### config.mk
export PLATFORM = sky130hd
export DESIGN_NAME = fsw_status_wp
export DESIGN_NICKNAME = d
export VERILOG_FILES = /design/src/verilog/fsw_pkg.sv /design/src/verilog/fsw_protect_chk.sv /design/src/verilog/fsw_status_wp.sv
export SDC_FILE = /design/constraint.sdc
export NUM_CORES = 1
export LEC_CHECK = 0
export ABC_AREA = 1
export BUFFER_PORTS_ARGS = -buffer_cell sky130_fd_sc_hd__buf_4
export CELL_PAD_IN_SITES_DETAIL_PLACEMENT = 1
export CELL_PAD_IN_SITES_GLOBAL_PLACEMENT = 1
export CORE_UTILIZATION = 30
export CTS_CLUSTER_DIAMETER = 30
export DETAILED_ROUTE_END_ITERATION = 10
export PLACE_DENSITY = 0.57
export SYNTH_ARGS = -nofsm -noshare
export SYNTH_HDL_FRONTEND = slang
export SYNTH_HIERARCHICAL = 1
export SYNTH_SLANG_ARGS = --single-unit
export TNS_END_PERCENT = 1
### constraint.sdc
create_clock -name clk -period 3.6 [get_ports clk]
set_input_delay 0.18 -clock clk [delete_from_list [all_inputs] [get_ports clk]]
set_output_delay 0.18 -clock clk [all_outputs]
set_load 0.01 [all_outputs]
### src/verilog/fsw_pkg.sv
// How it works
// - Busy bit0 reads 1 during operations
// - Idle device accepts writes, programs, erases
// - Set-latch command sets latch bit1
// - Clear-latch command clears the latch
// - Latch clears when an operation completes
// - Status write clears the latch when it completes
// - Listed write commands need the latch set
// - Protect, quad, lock bits: status-write only
// - Field n protects 2^(n-1) top/bottom blocks
// - Field top bit protects all blocks
// - Writes into protected area are inhibited
// - Whole erase needs protect field zero
// - Lock plus low protect pin freezes status
// - Otherwise status write updates the register
// - Quad enable turns control pins into data
// - Status read returns all eight bits
// - Side select sets once, clears only on reset
package fsw_pkg;

    // ----------------------------------------
    // Commands
    // ----------------------------------------
    localparam logic [7:0] CMD_PAGE_WR     = 8'h02;
    localparam logic [7:0] CMD_QPAGE_WR_A  = 8'h32;
    localparam logic [7:0] CMD_QPAGE_WR_B  = 8'h38;
    localparam logic [7:0] CMD_SECT_ER_A   = 8'hd7;
    localparam logic [7:0] CMD_SECT_ER_B   = 8'h20;
    localparam logic [7:0] CMD_HALF_BLK_ER = 8'h52;
    localparam logic [7:0] CMD_FULL_BLK_ER = 8'hd8;
    localparam logic [7:0] CMD_ALL_ER_A    = 8'hc7;
    localparam logic [7:0] CMD_ALL_ER_B    = 8'h60;
    localparam logic [7:0] CMD_STATUS_WR   = 8'h01;
    localparam logic [7:0] CMD_FUNC_WR     = 8'h42;
    localparam logic [7:0] CMD_INFO_ER     = 8'h64;
    localparam logic [7:0] CMD_INFO_WR     = 8'h62;
    localparam logic [7:0] CMD_STATUS_RD   = 8'h05;
    localparam logic [7:0] CMD_SET_LATCH   = 8'h06;
    localparam logic [7:0] CMD_CLR_LATCH   = 8'h04;

    // ----------------------------------------
    // Layout and timing
    // ----------------------------------------
    localparam logic [2:0] BIT_LAST     = 3'h7;
    localparam logic [1:0] ADDR_LAST    = 2'h2;
    localparam int         BLK_LO       = 16;
    localparam int         BLK_W        = 7;
    localparam int         SIDE_BIT     = 1;
    localparam int         BUSY_CYC_DEF = 1000;

    typedef struct packed {
        logic       lock;
        logic       quad_en;
        logic [3:0] prot;
        logic       write_enable_latch;
        logic       busy;
    } fsw_status_s;

    localparam fsw_status_s STATUS_RST = 8'h00;

    typedef enum logic [2:0] {
        ST_CMD,
        ST_ADDR,
        ST_DATA,
        ST_STAT,
        ST_SKIP
    } fsw_state_e;

endpackage

### src/verilog/fsw_protect_chk.sv
`timescale 1ns/10ps
module fsw_protect_chk
    import fsw_pkg::*;
#(
    parameter int BW = BLK_W
)(
    input  wire logic [3:0]    prot,
    input  wire logic          side,
    input  wire logic [BW-1:0] blk,
    output logic               hit
);

    // ----------------------------------------
    // Protected area decode
    // ----------------------------------------
    logic [BW:0] cnt;
    logic [BW:0] nblk;
    logic [BW:0] b;

    always_comb
    begin
        nblk = {1'b1, {BW{1'b0}}};
        b    = {1'b0, blk};
        cnt  = '0;
        if (prot[2:0] != 3'h0)
        begin
            cnt = (BW+1)'(1) << (prot[2:0] - 3'h1);
        end
        if (prot[3])
        begin
            hit = 1'b1;
        end
        else if (side)
        begin
            hit = b < cnt;
        end
        else
        begin
            hit = (cnt != '0) && (b >= nblk - cnt);
        end
    end

endmodule

### src/verilog/fsw_status_wp.sv
`timescale 1ns/10ps
module fsw_status_wp
    import fsw_pkg::*;
#(
    parameter int BUSY_CYC = BUSY_CYC_DEF
)(
    input  wire logic       clk,
    input  wire logic       rst_n,
    input  wire logic       cs_n,
    input  wire logic       sck,
    input  wire logic       si,
    input  wire logic       wp_n,
    output logic            so,
    output logic            so_oe_n,
    output logic [7:0]      status,
    output logic            side_sel,
    output logic            quad_pins_en
);

    // ----------------------------------------
    // Reset and pin synchronisers
    // ----------------------------------------
    logic [1:0] rst_ff;
    logic [1:0] nxt_rst;
    logic [2:0] sck_ff;
    logic [2:0] nxt_sck;
    logic [2:0] cs_ff;
    logic [2:0] nxt_cs;
    logic [1:0] si_ff;
    logic [1:0] nxt_si;
    logic [1:0] wp_ff;
    logic [1:0] nxt_wp;
    logic       rst_sync_n;

    assign rst_sync_n = rst_ff[1];

    always_comb
    begin
        nxt_rst = {rst_ff[0], 1'b1};
        nxt_sck = {sck_ff[1:0], sck};
        nxt_cs  = {cs_ff[1:0], cs_n};
        nxt_si  = {si_ff[0], si};
        nxt_wp  = {wp_ff[0], wp_n};
    end

    always_ff @(posedge clk or negedge rst_n)
    begin
        if (!rst_n)
        begin
            rst_ff <= 2'h0;
        end
        else
        begin
            rst_ff <= nxt_rst;
        end
    end

    // Idle levels: clock low, select high, protect pin high
    always_ff @(posedge clk or negedge rst_sync_n)
    begin
        if (!rst_sync_n)
        begin
            sck_ff <= 3'h0;
            cs_ff  <= 3'h7;
            si_ff  <= 2'h0;
            wp_ff  <= 2'h3;
        end
        else
        begin
            sck_ff <= nxt_sck;
            cs_ff  <= nxt_cs;
            si_ff  <= nxt_si;
            wp_ff  <= nxt_wp;
        end
    end

    logic sck_rise;
    logic sck_fall;
    logic cs_hi;
    logic frame_end;

    assign sck_rise  = sck_ff[1] & ~sck_ff[2];
    assign sck_fall  = ~sck_ff[1] & sck_ff[2];
    assign cs_hi     = cs_ff[1];
    assign frame_end = cs_ff[1] & ~cs_ff[2];

    // ----------------------------------------
    // Command decode helpers
    // ----------------------------------------
    function automatic logic needs_addr(input logic [7:0] c);
        needs_addr = (c == CMD_PAGE_WR) || (c == CMD_QPAGE_WR_A) ||
                     (c == CMD_QPAGE_WR_B) || (c == CMD_SECT_ER_A) ||
                     (c == CMD_SECT_ER_B) || (c == CMD_HALF_BLK_ER) ||
                     (c == CMD_FULL_BLK_ER) || (c == CMD_INFO_ER) ||
                     (c == CMD_INFO_WR);
    endfunction

    function automatic logic is_info(input logic [7:0] c);
        is_info = (c == CMD_INFO_ER) || (c == CMD_INFO_WR);
    endfunction

    function automatic logic is_all_er(input logic [7:0] c);
        is_all_er = (c == CMD_ALL_ER_A) || (c == CMD_ALL_ER_B);
    endfunction

    // ----------------------------------------
    // Serial frame
    // ----------------------------------------
    fsw_state_e  st_ff;
    fsw_state_e  nxt_st;
    logic [2:0]  bit_cnt_ff;
    logic [2:0]  nxt_bit_cnt;
    logic [1:0]  byte_cnt_ff;
    logic [1:0]  nxt_byte_cnt;
    logic [6:0]  shift_ff;
    logic [6:0]  nxt_shift;
    logic [7:0]  cmd_ff;
    logic [7:0]  nxt_cmd;
    logic [23:0] addr_ff;
    logic [23:0] nxt_addr;
    logic [7:0]  data_ff;
    logic [7:0]  nxt_data;
    logic        cmd_ok_ff;
    logic        nxt_cmd_ok;
    logic        addr_ok_ff;
    logic        nxt_addr_ok;
    logic        data_ok_ff;
    logic        nxt_data_ok;
    logic        so_ff;
    logic        nxt_so;
    logic        so_oe_n_ff;
    logic        nxt_so_oe_n;
    logic [7:0]  rx_byte;
    fsw_status_s status_ff;

    assign rx_byte = {shift_ff, si_ff[1]};

    always_comb
    begin
        nxt_st       = st_ff;
        nxt_bit_cnt  = bit_cnt_ff;
        nxt_byte_cnt = byte_cnt_ff;
        nxt_shift    = shift_ff;
        nxt_cmd      = cmd_ff;
        nxt_addr     = addr_ff;
        nxt_data     = data_ff;
        nxt_cmd_ok   = cmd_ok_ff;
        nxt_addr_ok  = addr_ok_ff;
        nxt_data_ok  = data_ok_ff;
        nxt_so       = so_ff;
        nxt_so_oe_n  = so_oe_n_ff;
        if (cs_hi)
        begin
            nxt_st       = ST_CMD;
            nxt_bit_cnt  = 3'h0;
            nxt_byte_cnt = 2'h0;
            nxt_so_oe_n  = 1'b1;
            if (!frame_end)
            begin
                nxt_cmd_ok  = 1'b0;
                nxt_addr_ok = 1'b0;
                nxt_data_ok = 1'b0;
            end
        end
        else if (sck_rise)
        begin
            nxt_shift   = rx_byte[6:0];
            nxt_bit_cnt = bit_cnt_ff + 3'h1;
            if (bit_cnt_ff == BIT_LAST)
            begin
                unique case (st_ff)
                    ST_CMD:
                    begin
                        nxt_cmd    = rx_byte;
                        nxt_cmd_ok = 1'b1;
                        if (rx_byte == CMD_STATUS_RD)
                        begin
                            nxt_st = ST_STAT;
                        end
                        else if (needs_addr(rx_byte))
                        begin
                            nxt_st = ST_ADDR;
                        end
                        else if ((rx_byte == CMD_STATUS_WR) || (rx_byte == CMD_FUNC_WR))
                        begin
                            nxt_st = ST_DATA;
                        end
                        else
                        begin
                            nxt_st = ST_SKIP;
                        end
                    end
                    ST_ADDR:
                    begin
                        nxt_addr     = {addr_ff[15:0], rx_byte};
                        nxt_byte_cnt = byte_cnt_ff + 2'h1;
                        if (byte_cnt_ff == ADDR_LAST)
                        begin
                            nxt_addr_ok = 1'b1;
                            nxt_st      = ST_SKIP;
                        end
                    end
                    ST_DATA:
                    begin
                        nxt_data    = rx_byte;
                        nxt_data_ok = 1'b1;
                        nxt_st      = ST_SKIP;
                    end
                    ST_STAT, ST_SKIP:
                    begin
                        nxt_st = st_ff;
                    end
                endcase
            end
        end
        else if (sck_fall && (st_ff == ST_STAT))
        begin
            // Live value, so polling sees busy drop mid-frame
            nxt_so      = status_ff[BIT_LAST - bit_cnt_ff];
            nxt_so_oe_n = 1'b0;
        end
    end

    always_ff @(posedge clk or negedge rst_sync_n)
    begin
        if (!rst_sync_n)
        begin
            st_ff       <= ST_CMD;
            bit_cnt_ff  <= 3'h0;
            byte_cnt_ff <= 2'h0;
            shift_ff    <= 7'h00;
            cmd_ff      <= 8'h00;
            addr_ff     <= 24'h000000;
            data_ff     <= 8'h00;
            cmd_ok_ff   <= 1'b0;
            addr_ok_ff  <= 1'b0;
            data_ok_ff  <= 1'b0;
            so_ff       <= 1'b0;
            so_oe_n_ff  <= 1'b1;
        end
        else
        begin
            st_ff       <= nxt_st;
            bit_cnt_ff  <= nxt_bit_cnt;
            byte_cnt_ff <= nxt_byte_cnt;
            shift_ff    <= nxt_shift;
            cmd_ff      <= nxt_cmd;
            addr_ff     <= nxt_addr;
            data_ff     <= nxt_data;
            cmd_ok_ff   <= nxt_cmd_ok;
            addr_ok_ff  <= nxt_addr_ok;
            data_ok_ff  <= nxt_data_ok;
            so_ff       <= nxt_so;
            so_oe_n_ff  <= nxt_so_oe_n;
        end
    end

    // ----------------------------------------
    // Status, protection and busy timer
    // ----------------------------------------
    logic        hit;
    logic        go;
    logic        wp_low;
    logic        locked;
    logic        start;
    logic        side_ff;
    logic        nxt_side;
    logic [31:0] busy_cnt_ff;
    logic [31:0] nxt_busy_cnt;
    fsw_status_s nxt_status;

    fsw_protect_chk #(
        .BW   (BLK_W)
    ) u_prot (
        .prot (status_ff.prot),
        .side (side_ff),
        .blk  (addr_ff[BLK_LO +: BLK_W]),
        .hit  (hit)
    );

    assign go     = frame_end & cmd_ok_ff;
    assign wp_low = ~status_ff.quad_en & ~wp_ff[1];
    assign locked = status_ff.lock & wp_low;

    always_comb
    begin
        nxt_status   = status_ff;
        nxt_side     = side_ff;
        nxt_busy_cnt = busy_cnt_ff;
        start        = 1'b0;
        // Writes only while idle and latched
        if (go && !status_ff.busy)
        begin
            if (cmd_ff == CMD_SET_LATCH)
            begin
                nxt_status.write_enable_latch = 1'b1;
            end
            else if (cmd_ff == CMD_CLR_LATCH)
            begin
                nxt_status.write_enable_latch = 1'b0;
            end
            else if (status_ff.write_enable_latch)
            begin
                if ((cmd_ff == CMD_STATUS_WR) && data_ok_ff && !locked)
                begin
                    start              = 1'b1;
                    nxt_status.lock    = data_ff[7];
                    nxt_status.quad_en = data_ff[6];
                    nxt_status.prot    = data_ff[5:2];
                end
                else if ((cmd_ff == CMD_FUNC_WR) && data_ok_ff)
                begin
                    start    = 1'b1;
                    nxt_side = side_ff | data_ff[SIDE_BIT];
                end
                else if (is_all_er(cmd_ff) && (status_ff.prot == 4'h0))
                begin
                    start = 1'b1;
                end
                else if (needs_addr(cmd_ff) && addr_ok_ff && (!hit || is_info(cmd_ff)))
                begin
                    start = 1'b1;
                end
            end
        end
        if (start)
        begin
            nxt_status.busy = 1'b1;
            nxt_busy_cnt    = 32'(BUSY_CYC - 1);
        end
        else if (status_ff.busy)
        begin
            if (busy_cnt_ff == 32'h0)
            begin
                nxt_status.busy = 1'b0;
                nxt_status.write_enable_latch  = 1'b0;
            end
            else
            begin
                nxt_busy_cnt = busy_cnt_ff - 32'h1;
            end
        end
    end

    // Non-volatile bits reload factory zeros on reset
    always_ff @(posedge clk or negedge rst_sync_n)
    begin
        if (!rst_sync_n)
        begin
            status_ff   <= STATUS_RST;
            side_ff     <= 1'b0;
            busy_cnt_ff <= 32'h0;
        end
        else
        begin
            status_ff   <= nxt_status;
            side_ff     <= nxt_side;
            busy_cnt_ff <= nxt_busy_cnt;
        end
    end

    // ----------------------------------------
    // Outputs
    // ----------------------------------------
    assign so           = so_ff;
    assign so_oe_n      = so_oe_n_ff;
    assign status       = status_ff;
    assign side_sel     = side_ff;
    assign quad_pins_en = status_ff.quad_en;

    // ----------------------------------------
    // Assertions
    // ----------------------------------------
    a_busy_len:
    assert property (@(posedge clk) disable iff (!rst_sync_n)
        $rose(status_ff.busy) |-> status_ff.busy[*8])
    else $error("busy dropped early");

    a_set_latch:
    assert property (@(posedge clk) disable iff (!rst_sync_n)
        go && !status_ff.busy && (cmd_ff == CMD_SET_LATCH) |=> status_ff.write_enable_latch)
    else $error("set-latch ignored");

    a_clr_latch:
    assert property (@(posedge clk) disable iff (!rst_sync_n)
        go && !status_ff.busy && (cmd_ff == CMD_CLR_LATCH) |=> !status_ff.write_enable_latch)
    else $error("clear-latch ignored");

    a_done_clears:
    assert property (@(posedge clk) disable iff (!rst_sync_n)
        $fell(status_ff.busy) |-> !status_ff.write_enable_latch)
    else $error("latch left set after op");

    a_start_latch:
    assert property (@(posedge clk) disable iff (!rst_sync_n)
        $rose(status_ff.busy) |-> $past(status_ff.write_enable_latch) && status_ff.write_enable_latch)
    else $error("op started without latch");

    a_prot_block:
    assert property (@(posedge clk) disable iff (!rst_sync_n)
        go && hit && needs_addr(cmd_ff) && !is_info(cmd_ff) |=> !$rose(status_ff.busy))
    else $error("protected area written");

    a_erase_all:
    assert property (@(posedge clk) disable iff (!rst_sync_n)
        go && is_all_er(cmd_ff) && (status_ff.prot != 4'h0) |=> !$rose(status_ff.busy))
    else $error("whole erase not blocked");

    a_lock_hold:
    assert property (@(posedge clk) disable iff (!rst_sync_n)
        go && locked && (cmd_ff == CMD_STATUS_WR) |=> $stable(status_ff[7:2]))
    else $error("locked status changed");

    a_side_once:
    assert property (@(posedge clk) disable iff (!rst_sync_n)
        side_ff |=> side_ff)
    else $error("side select cleared");

    a_busy_ignore:
    assert property (@(posedge clk) disable iff (!rst_sync_n)
        // Last busy cycle excluded: latch clears there by design
        go && status_ff.busy && (busy_cnt_ff != 32'h0) |=> $stable(status_ff[7:1]))
    else $error("write taken while busy");

endmodule
After elaboration in Yosys (flattened, before gate mapping)
Cells that the tools add are included.
{"block": "word_totals", "reg_bits": 112, "out_inout_bits": 12, "elab_cells": 203, "inputBits": 6}
{"block": "classes", "muxes": 54, "n_addsub": 6, "reduce_logical": 60, "eq_ne": 38, "shifts": 1, "order_cmp": 3, "n_bitwise": 17}
{"op": "32-bit two-way mux", "n": 3}
{"op": "8-bit by 7-bit == test with 1-bit output, second input constant", "n": 9}
{"op": "8-bit by 6-bit == test with 1-bit output, second input constant", "n": 6}
{"op": "8-bit == test, second input constant", "n": 5}
{"op": "1-bit two-way mux", "n": 33}
{"op": "32-bit zero test", "n": 1}
{"op": "32-bit by 1-bit subtractor with 32-bit output, second input constant", "n": 1}
{"op": "3-bit two-way mux", "n": 9}
{"op": "8-bit by 3-bit == test with 1-bit output, second input constant", "n": 3}
{"op": "4-bit AND reduction", "n": 6}
{"op": "1-bit logical OR", "n": 20}
{"op": "8-bit by 1-bit == test with 1-bit output, second input constant", "n": 2}
{"op": "8-bit by 2-bit == test with 1-bit output, second input constant", "n": 2}
{"op": "2-bit nonzero test", "n": 8}
{"op": "2-bit two-way mux", "n": 6}
{"op": "1-bit NOT", "n": 10}
{"op": "5-bit AND reduction", "n": 2}
{"op": "1-bit logical AND", "n": 9}
{"op": "3-bit case mux with 3 select lines", "n": 1}
{"op": "7-bit by 8-bit >= comparator with 1-bit output", "n": 1}
{"op": "7-bit by 8-bit less-than comparator with 1-bit output", "n": 1}
{"op": "8-bit two-way mux", "n": 1}
{"op": "2-bit != test, second input constant", "n": 4}
{"op": "8-bit nonzero test", "n": 1}
{"op": "23 further kinds", "n": 35}

Depth between registers and ports, before layout
{"block": "depth", "depth_word": 21, "depth_mapped": 25, "mapped_depth_nobuf": 25}

Hierarchy
The synthesis kept the hierarchy.
{"mod": "fsw_status_wp", "n_inst": 1, "cells_each": 651, "seq_area_each_um2": 2735.1, "area_each_um2": 5540.3}
{"mod": "fsw_protect_chk", "n_inst": 1, "cells_each": 79, "seq_area_each_um2": 0.0, "area_each_um2": 454.2}

Worst setup path after synthesis
OpenSTA, ideal clock, no wires.
{"block": "synth_timing", "path_kind": "register to register", "start": "register status_ff, in the netlist status[2]", "end": "register busy_cnt_ff[22]", "arrival_ns": 2.684, "period_less_slack_ns": 2.802, "required_time_ns": 3.482, "setup_slack_ns": 0.798, "path_buffers": 1, "setup_time_ns": 0.118, "path_stages_with_launch": 24, "path_cell_list": "dfrtp_1 inv_1 nor3_1 inv_1 ha_1 inv_1 nor3_1 o21bai_1 ha_1 a21oi_1 nand2_1 nand2_1 nand2_1 nand2_1 nand2_1 inv_1 nand2_1 nand2_1 nand2_1 nand2_1 nand3_4 clkbuf_8 nand3b_1 nand2_1"}
{"block": "synth_via", "elab_chain_len": 21, "elab_cells_between_ends": 28, "cone_classes": "2 x add/sub; 2 x order compare; 1 x eq/ne; 1 x shift; 12 x mux; 10 x reduce/logical"}
{"element": "from (decl)", "line_no": "fsw_status_wp.sv:134", "text": "fsw_status_s status_ff;"}
{"element": "from (signal assigned)", "line_no": "fsw_status_wp.sv:356", "text": "status_ff <= nxt_status;"}
{"element": "3-bit by 1-bit subtractor with 3-bit output", "line_no": "fsw_protect_chk.sv:27", "text": "cnt = (BW+1)'(1) << (prot[2:0] - 3'h1);"}
{"element": "1-bit by 3-bit left shift with 8-bit output", "line_no": "fsw_protect_chk.sv:27"}
{"element": "8-bit two-way mux *", "line_no": "fsw_protect_chk.sv:25", "text": "if (prot[2:0] != 3'h0)"}
{"element": "8-bit subtractor", "line_no": "fsw_protect_chk.sv:39", "text": "hit = (cnt != '0) && (b >= nblk - cnt);"}
{"element": "7-bit by 8-bit >= comparator with 1-bit output", "line_no": "fsw_protect_chk.sv:39"}
{"element": "1-bit logical AND", "line_no": "fsw_protect_chk.sv:39"}
{"element": "1-bit two-way mux *", "line_no": "fsw_protect_chk.sv:33", "text": "else if (side)"}
{"element": "1-bit two-way mux *", "line_no": "fsw_protect_chk.sv:29", "text": "if (prot[3])"}
{"element": "named net hit", "line_no": "fsw_status_wp.sv:261", "text": "logic hit;"}
{"element": "(+5 left out)"}
{"element": "1-bit two-way mux *", "line_no": "fsw_status_wp.sv:311", "text": "else if ((cmd_ff == CMD_FUNC_WR) && data_ok_ff)"}
{"element": "1-bit two-way mux *", "line_no": "fsw_status_wp.sv:304", "text": "if ((cmd_ff == CMD_STATUS_WR) && data_ok_ff && !locked)"}
{"element": "1-bit two-way mux *", "line_no": "fsw_status_wp.sv:302", "text": "else if (status_ff.write_enable_latch)"}
{"element": "1-bit two-way mux *", "line_no": "fsw_status_wp.sv:298", "text": "else if (cmd_ff == CMD_CLR_LATCH)"}
{"element": "1-bit two-way mux *", "line_no": "fsw_status_wp.sv:294", "text": "if (cmd_ff == CMD_SET_LATCH)"}
{"element": "1-bit two-way mux *", "line_no": "fsw_status_wp.sv:292", "text": "if (go && !status_ff.busy)"}
{"element": "2-bit != test (no source line) or 2-bit nonzero test (tied branches)"}
{"element": "2-bit AND reduction (no source line)"}
{"element": "to (signal assigned)", "line_no": "fsw_status_wp.sv:358", "text": "busy_cnt_ff <= nxt_busy_cnt;"}
{"element": "to (decl)", "line_no": "fsw_status_wp.sv:268", "text": "logic [31:0] busy_cnt_ff;"}
Mark *: on every way through the listed nets, which the timed path passes. The rest lies on a longest branch.
A chain may end at the register's enable or synchronous reset.

Final worst setup path
{"block": "layout_timing", "start": "register status_ff, in the netlist status[4]", "end": "register busy_cnt_ff[17]"}
The elaborated chain is that of the path after synthesis.

==> metrics.md <==
| Metric | Value |
|---|---|
| Outcome | finished clean |
| Leakage power | 3.61 nW |
| Seq pwr share | roughly 50% |
| Chip Width | 143 um |
| First-pass GRT wire length | between 20000 and 30000 um |
| Io pins | 18 |
| Synth Area in Compound Gates | 6.74% |
| Power, Total | 2.55 mW |
| Die height | 143 um |
| TritonCTS sink count | 109 |
| Post-synth EDFFs | 0 |
| Syn avg cell area | 8.21 um^2 |
| Syn_nets | 754 |
| Count of input and output buffers | 17 |
| Rel. slew slack | a little over a quarter |
| Slew Viols, Final | 0 |
| Gate power share | a little under 7% |
| TritonCTS Buffers | 9 |
| Total number of vias | 4973 |
| CTS root buf | clkbuf_16 |
| Die area | 20600 um^2 |
| Adder-Cell Fraction of Synth Area | 3.76% |
| Proportion of layout cells with a drive suffix above 1 | 11.5% |
| Tcrit/Tclk final | 90.6% |
| Fin Hold WS | 112 ps |
| Synth warn | 6 |
| Synth async-reset ratio | 100% |
| Vias per inst | roughly 5 |
| Gr ovfl total | 0 |
| Clock buffer depth | 2 |
| Clock skew | 17.0 ps |
| Max-Cap Viols | 0 |
| Endpoints failing setup | 0 |
| Worst min path class | in2async |
| HPWL after detailed placement | 12000 um |
| Crit-path max FO | 26 |
| Synth top area share | 43.0% |
| Initial core utilization | 30.7% |
| Post-CTS setup buffers | 0 |
| Post-route setup slack | roughly 340 ps |
| Synth Instances | 730 |
| Pre-CTS WS | between 300 and 400 ps |
| Reg clk slew, reported paths | roughly 90 ps |
| Worst-margin pin slew | 1110 ps |
| Data required time of the worst path | 3840 ps |
| Area Growth Syn to Fin | 12.9% |
| Cell Pwr Density | 376 nW/um^2 |
| CTS tree | yes |
| 1st-iter DRT viols | 224 |
| Layout Nets | 778 |
| Area leader, netlist | dfrtp_1 |
| Setup crit start kind | flip-flop |
| Crit end category | flip-flop |
| Final Critical Period | 3260 ps |
| Mux contribution to synthesized area | 4.13% |
| Switching power | roughly 0.68 mW |
| Hold Violations, Final | 0 |
| Max Clock Freq | 307 MHz |
| Post-Synth XOR/XNOR Area | 4.09% |
| Antenna Cells | 0 |
| Total track usage | ~17% |
| Post-synth cell types | 41 |
| Part of the power in the clock network | 41.7% |
| DR DRC count | 0 |
| DRT Pass-1 Iters | 4 |
| Synth Area in Simple Gates | between 20 and 30% |
| Vias in the first global route | 5279 |
| Register area share after synthesis | 45.6% |
| Internal power | 1.86 mW |
| CP Class | reg2reg |
| Rows | 51 |
| Final Wtd Congestion | 0.822 |
| Worst vdd ir | about 0.00036 V |
| Synthesized cell area | 5990 um^2 |
| Worst skew pair latency | 370 ps |
| Post-layout utilization of the core | 34.7% |
| WL per Instance | 15.7 um |
| Top post-synthesis cells by area | dfrtp_1 43%, nand2_1 11%, nor2_1 5.8%, nand3_1 5.6%, o21ai_0 4.3% |
| Largest net degree at the start of global routing | 80 |
| Initial antenna violation count | 0 |
| WP data arrival | 3500 ps |
| Post-DRT Antenna Nets | 0 |
| Total routed wirelength | 16000 um |
| Core area | 19500 um^2 |
| Most used DFF post-synth | dfrtp_1 |
| #FFs+latches synth | approximately 110 |
| H-tree Lvls | 3 |
| Net Sw Frac | 26.8% |
| Main combinational cell family by area after synthesis | simple AND/OR/NAND/NOR gates |
[cells in the mapped netlist, types with 3 or more instances]
| cell | n |
|---|---|
| mux2_2 | 14 |
| nand4_1 | 9 |
| inv_2 | 8 |
| dfrtp_1 | 103 |
| nand2_2 | 4 |
| nand3_1 | 67 |
| xor2_1 | 21 |
| ha_1 | 18 |
| nor2_1 | 92 |
| buf_2 | 6 |
| nand3b_1 | 16 |
| o21ai_0 | 51 |
| inv_1 | 60 |
| xnor2_1 | 7 |
| nor3_1 | 16 |
| clkbuf_1 | 4 |
| and3_1 | 3 |
| buf_4 | 4 |
| nor4_1 | 3 |
| nand2_1 | 177 |
| dfstp_2 | 6 |
| mux2_4 | 6 |
| a21oi_1 | 10 |
[layout make-up]
| cell class | instances | area [um^2] |
|---|---|---|
| fillers | 2368 | 12800 |
| multi-input cells | 536 | 2900 |
| flip-flops and latches | 109 | 2740 |
| well taps | 265 | 332 |
| inverters | 68 | 255 |
| repair buffers | 30 | 238 |
| clock buffers | 10 | 229 |
| clock inverters | 6 | 77.6 |
[power groups by stage]
stage | clock (mW) | combinational (mW) | sequential [mW]
4_1_cts | 1.11 | 0.178 | 1.31
3_3_place_gp | 0 | 0.166 | 1.33
3_5_place_dp | 0 | 0.172 | 1.34
5_1_grt | 1.14 | 0.198 | 1.32
2_1_floorplan | 0 | 0.111 | 1.32
6_report | 1.06 | 0.173 | 1.31
[critical path, stage by stage, from the launching register on]
cell and delay [ps]:
dfrtp_1 540, inv_2 120, nand3_1 140, ha_1 230
inv_1 80, nor3_1 230, o21bai_1 150, ha_1 270
a21oi_1 170, nand2_1 70, nand2_1 60, nand2_1 50
nand2_1 60, nand2_1 50, inv_1 50, nand2_1 50
nand2_1 50, nand2_1 40, nand2_1 130, nand3_4 290
nand3b_1 210, nand2_1 70
[placed cells by master, fill, tap and decap left out, types with 3 or more instances in the layout]
cell	n
nor4_1	3
nand3b_1	16
nand3_1	67
xnor2_1	7
inv_8	3
dfrtp_1	102
o21ai_0	51
inv_1	60
a21oi_1	10
nor3_1	15
dlygate4sd3_1	5
inv_2	8
mux2_2	14
ha_1	18
dfstp_2	6
mux2_4	6
nand4_1	9
nor2_1	92
nand2_1	177
xor2_1	21
and3_1	3
nand2_2	4
buf_4	25
clkbuf_16	9
[sequential cells by signal (all words and copies together), names as in the netlist]
name and count:
st_ff 3, status 7, rst_ff 2, sck_ff 3, so_oe_n 1, cs_ff 3
shift_ff 7, wp_ff 2, si_ff 2, cmd_ok_ff 1, quad_pins_en 1, addr_ff 21
busy_cnt_ff 32, so 1, byte_cnt_ff 2, side_sel 1, addr_ok_ff 1, data_ok_ff 1
data_ff 7, cmd_ff 8, bit_cnt_ff 3
[cells by family after synthesis]
kind of cell / after synthesis
AOI/OAI and AO/OA: 74
xor gates and xnor gates: 28
adders and majority gates: 18
buffers and inverters: 85
DFF: 109
muxes: 20
other: 1
and+or+nand+nor: 395
[timing repair]
action / 4_1_cts / 5_1_grt
endpoints found under the setup margin: 0 / 27
hold buffers: 5 / 0
hold endpoints to repair: 6 / 0
gates resized for setup: 0 / 1
[per-layer routing]
| layer | routed length [um] | track usage [%] |
|---|---|---|
| met1 | 7450 | 20.8 |
| met2 | 8040 | 30.5 |
| met3 | 304 | 3.00 |
| met4 | 242 | 5.10 |
| met5 | 0 | 0 |
[path summary, 6_finish.rpt]
kind | endpoint | startpoint | cells past startpoint | slack, ps
worst max register to register | busy_cnt_ff[17] | status[4] | 21 | 340
worst min-delay path | rst_ff[1] | rst_n | 2 | 110
min in group clk | rst_ff[1] | rst_ff[0] | 0 | 360
max in group asynchronous | addr_ff[20] | rst_ff[1] | 1 | 2120
worst min register to register | rst_ff[1] | rst_ff[0] | 0 | 360
worst max-delay path | busy_cnt_ff[17] | status[4] | 21 | 340
[per-stage QoR]
stage	TNS, ps	area (um^2)	instances
2_1_floorplan	0	5990	730
3_3_place_gp	0	6410	1003
3_5_place_dp	0	6410	1003
4_1_cts	0	6760	1024
5_1_grt	-5.35	6770	1024
6_report	0	6770	1024
Note: power is estimated with default switching activity, not from simulation.
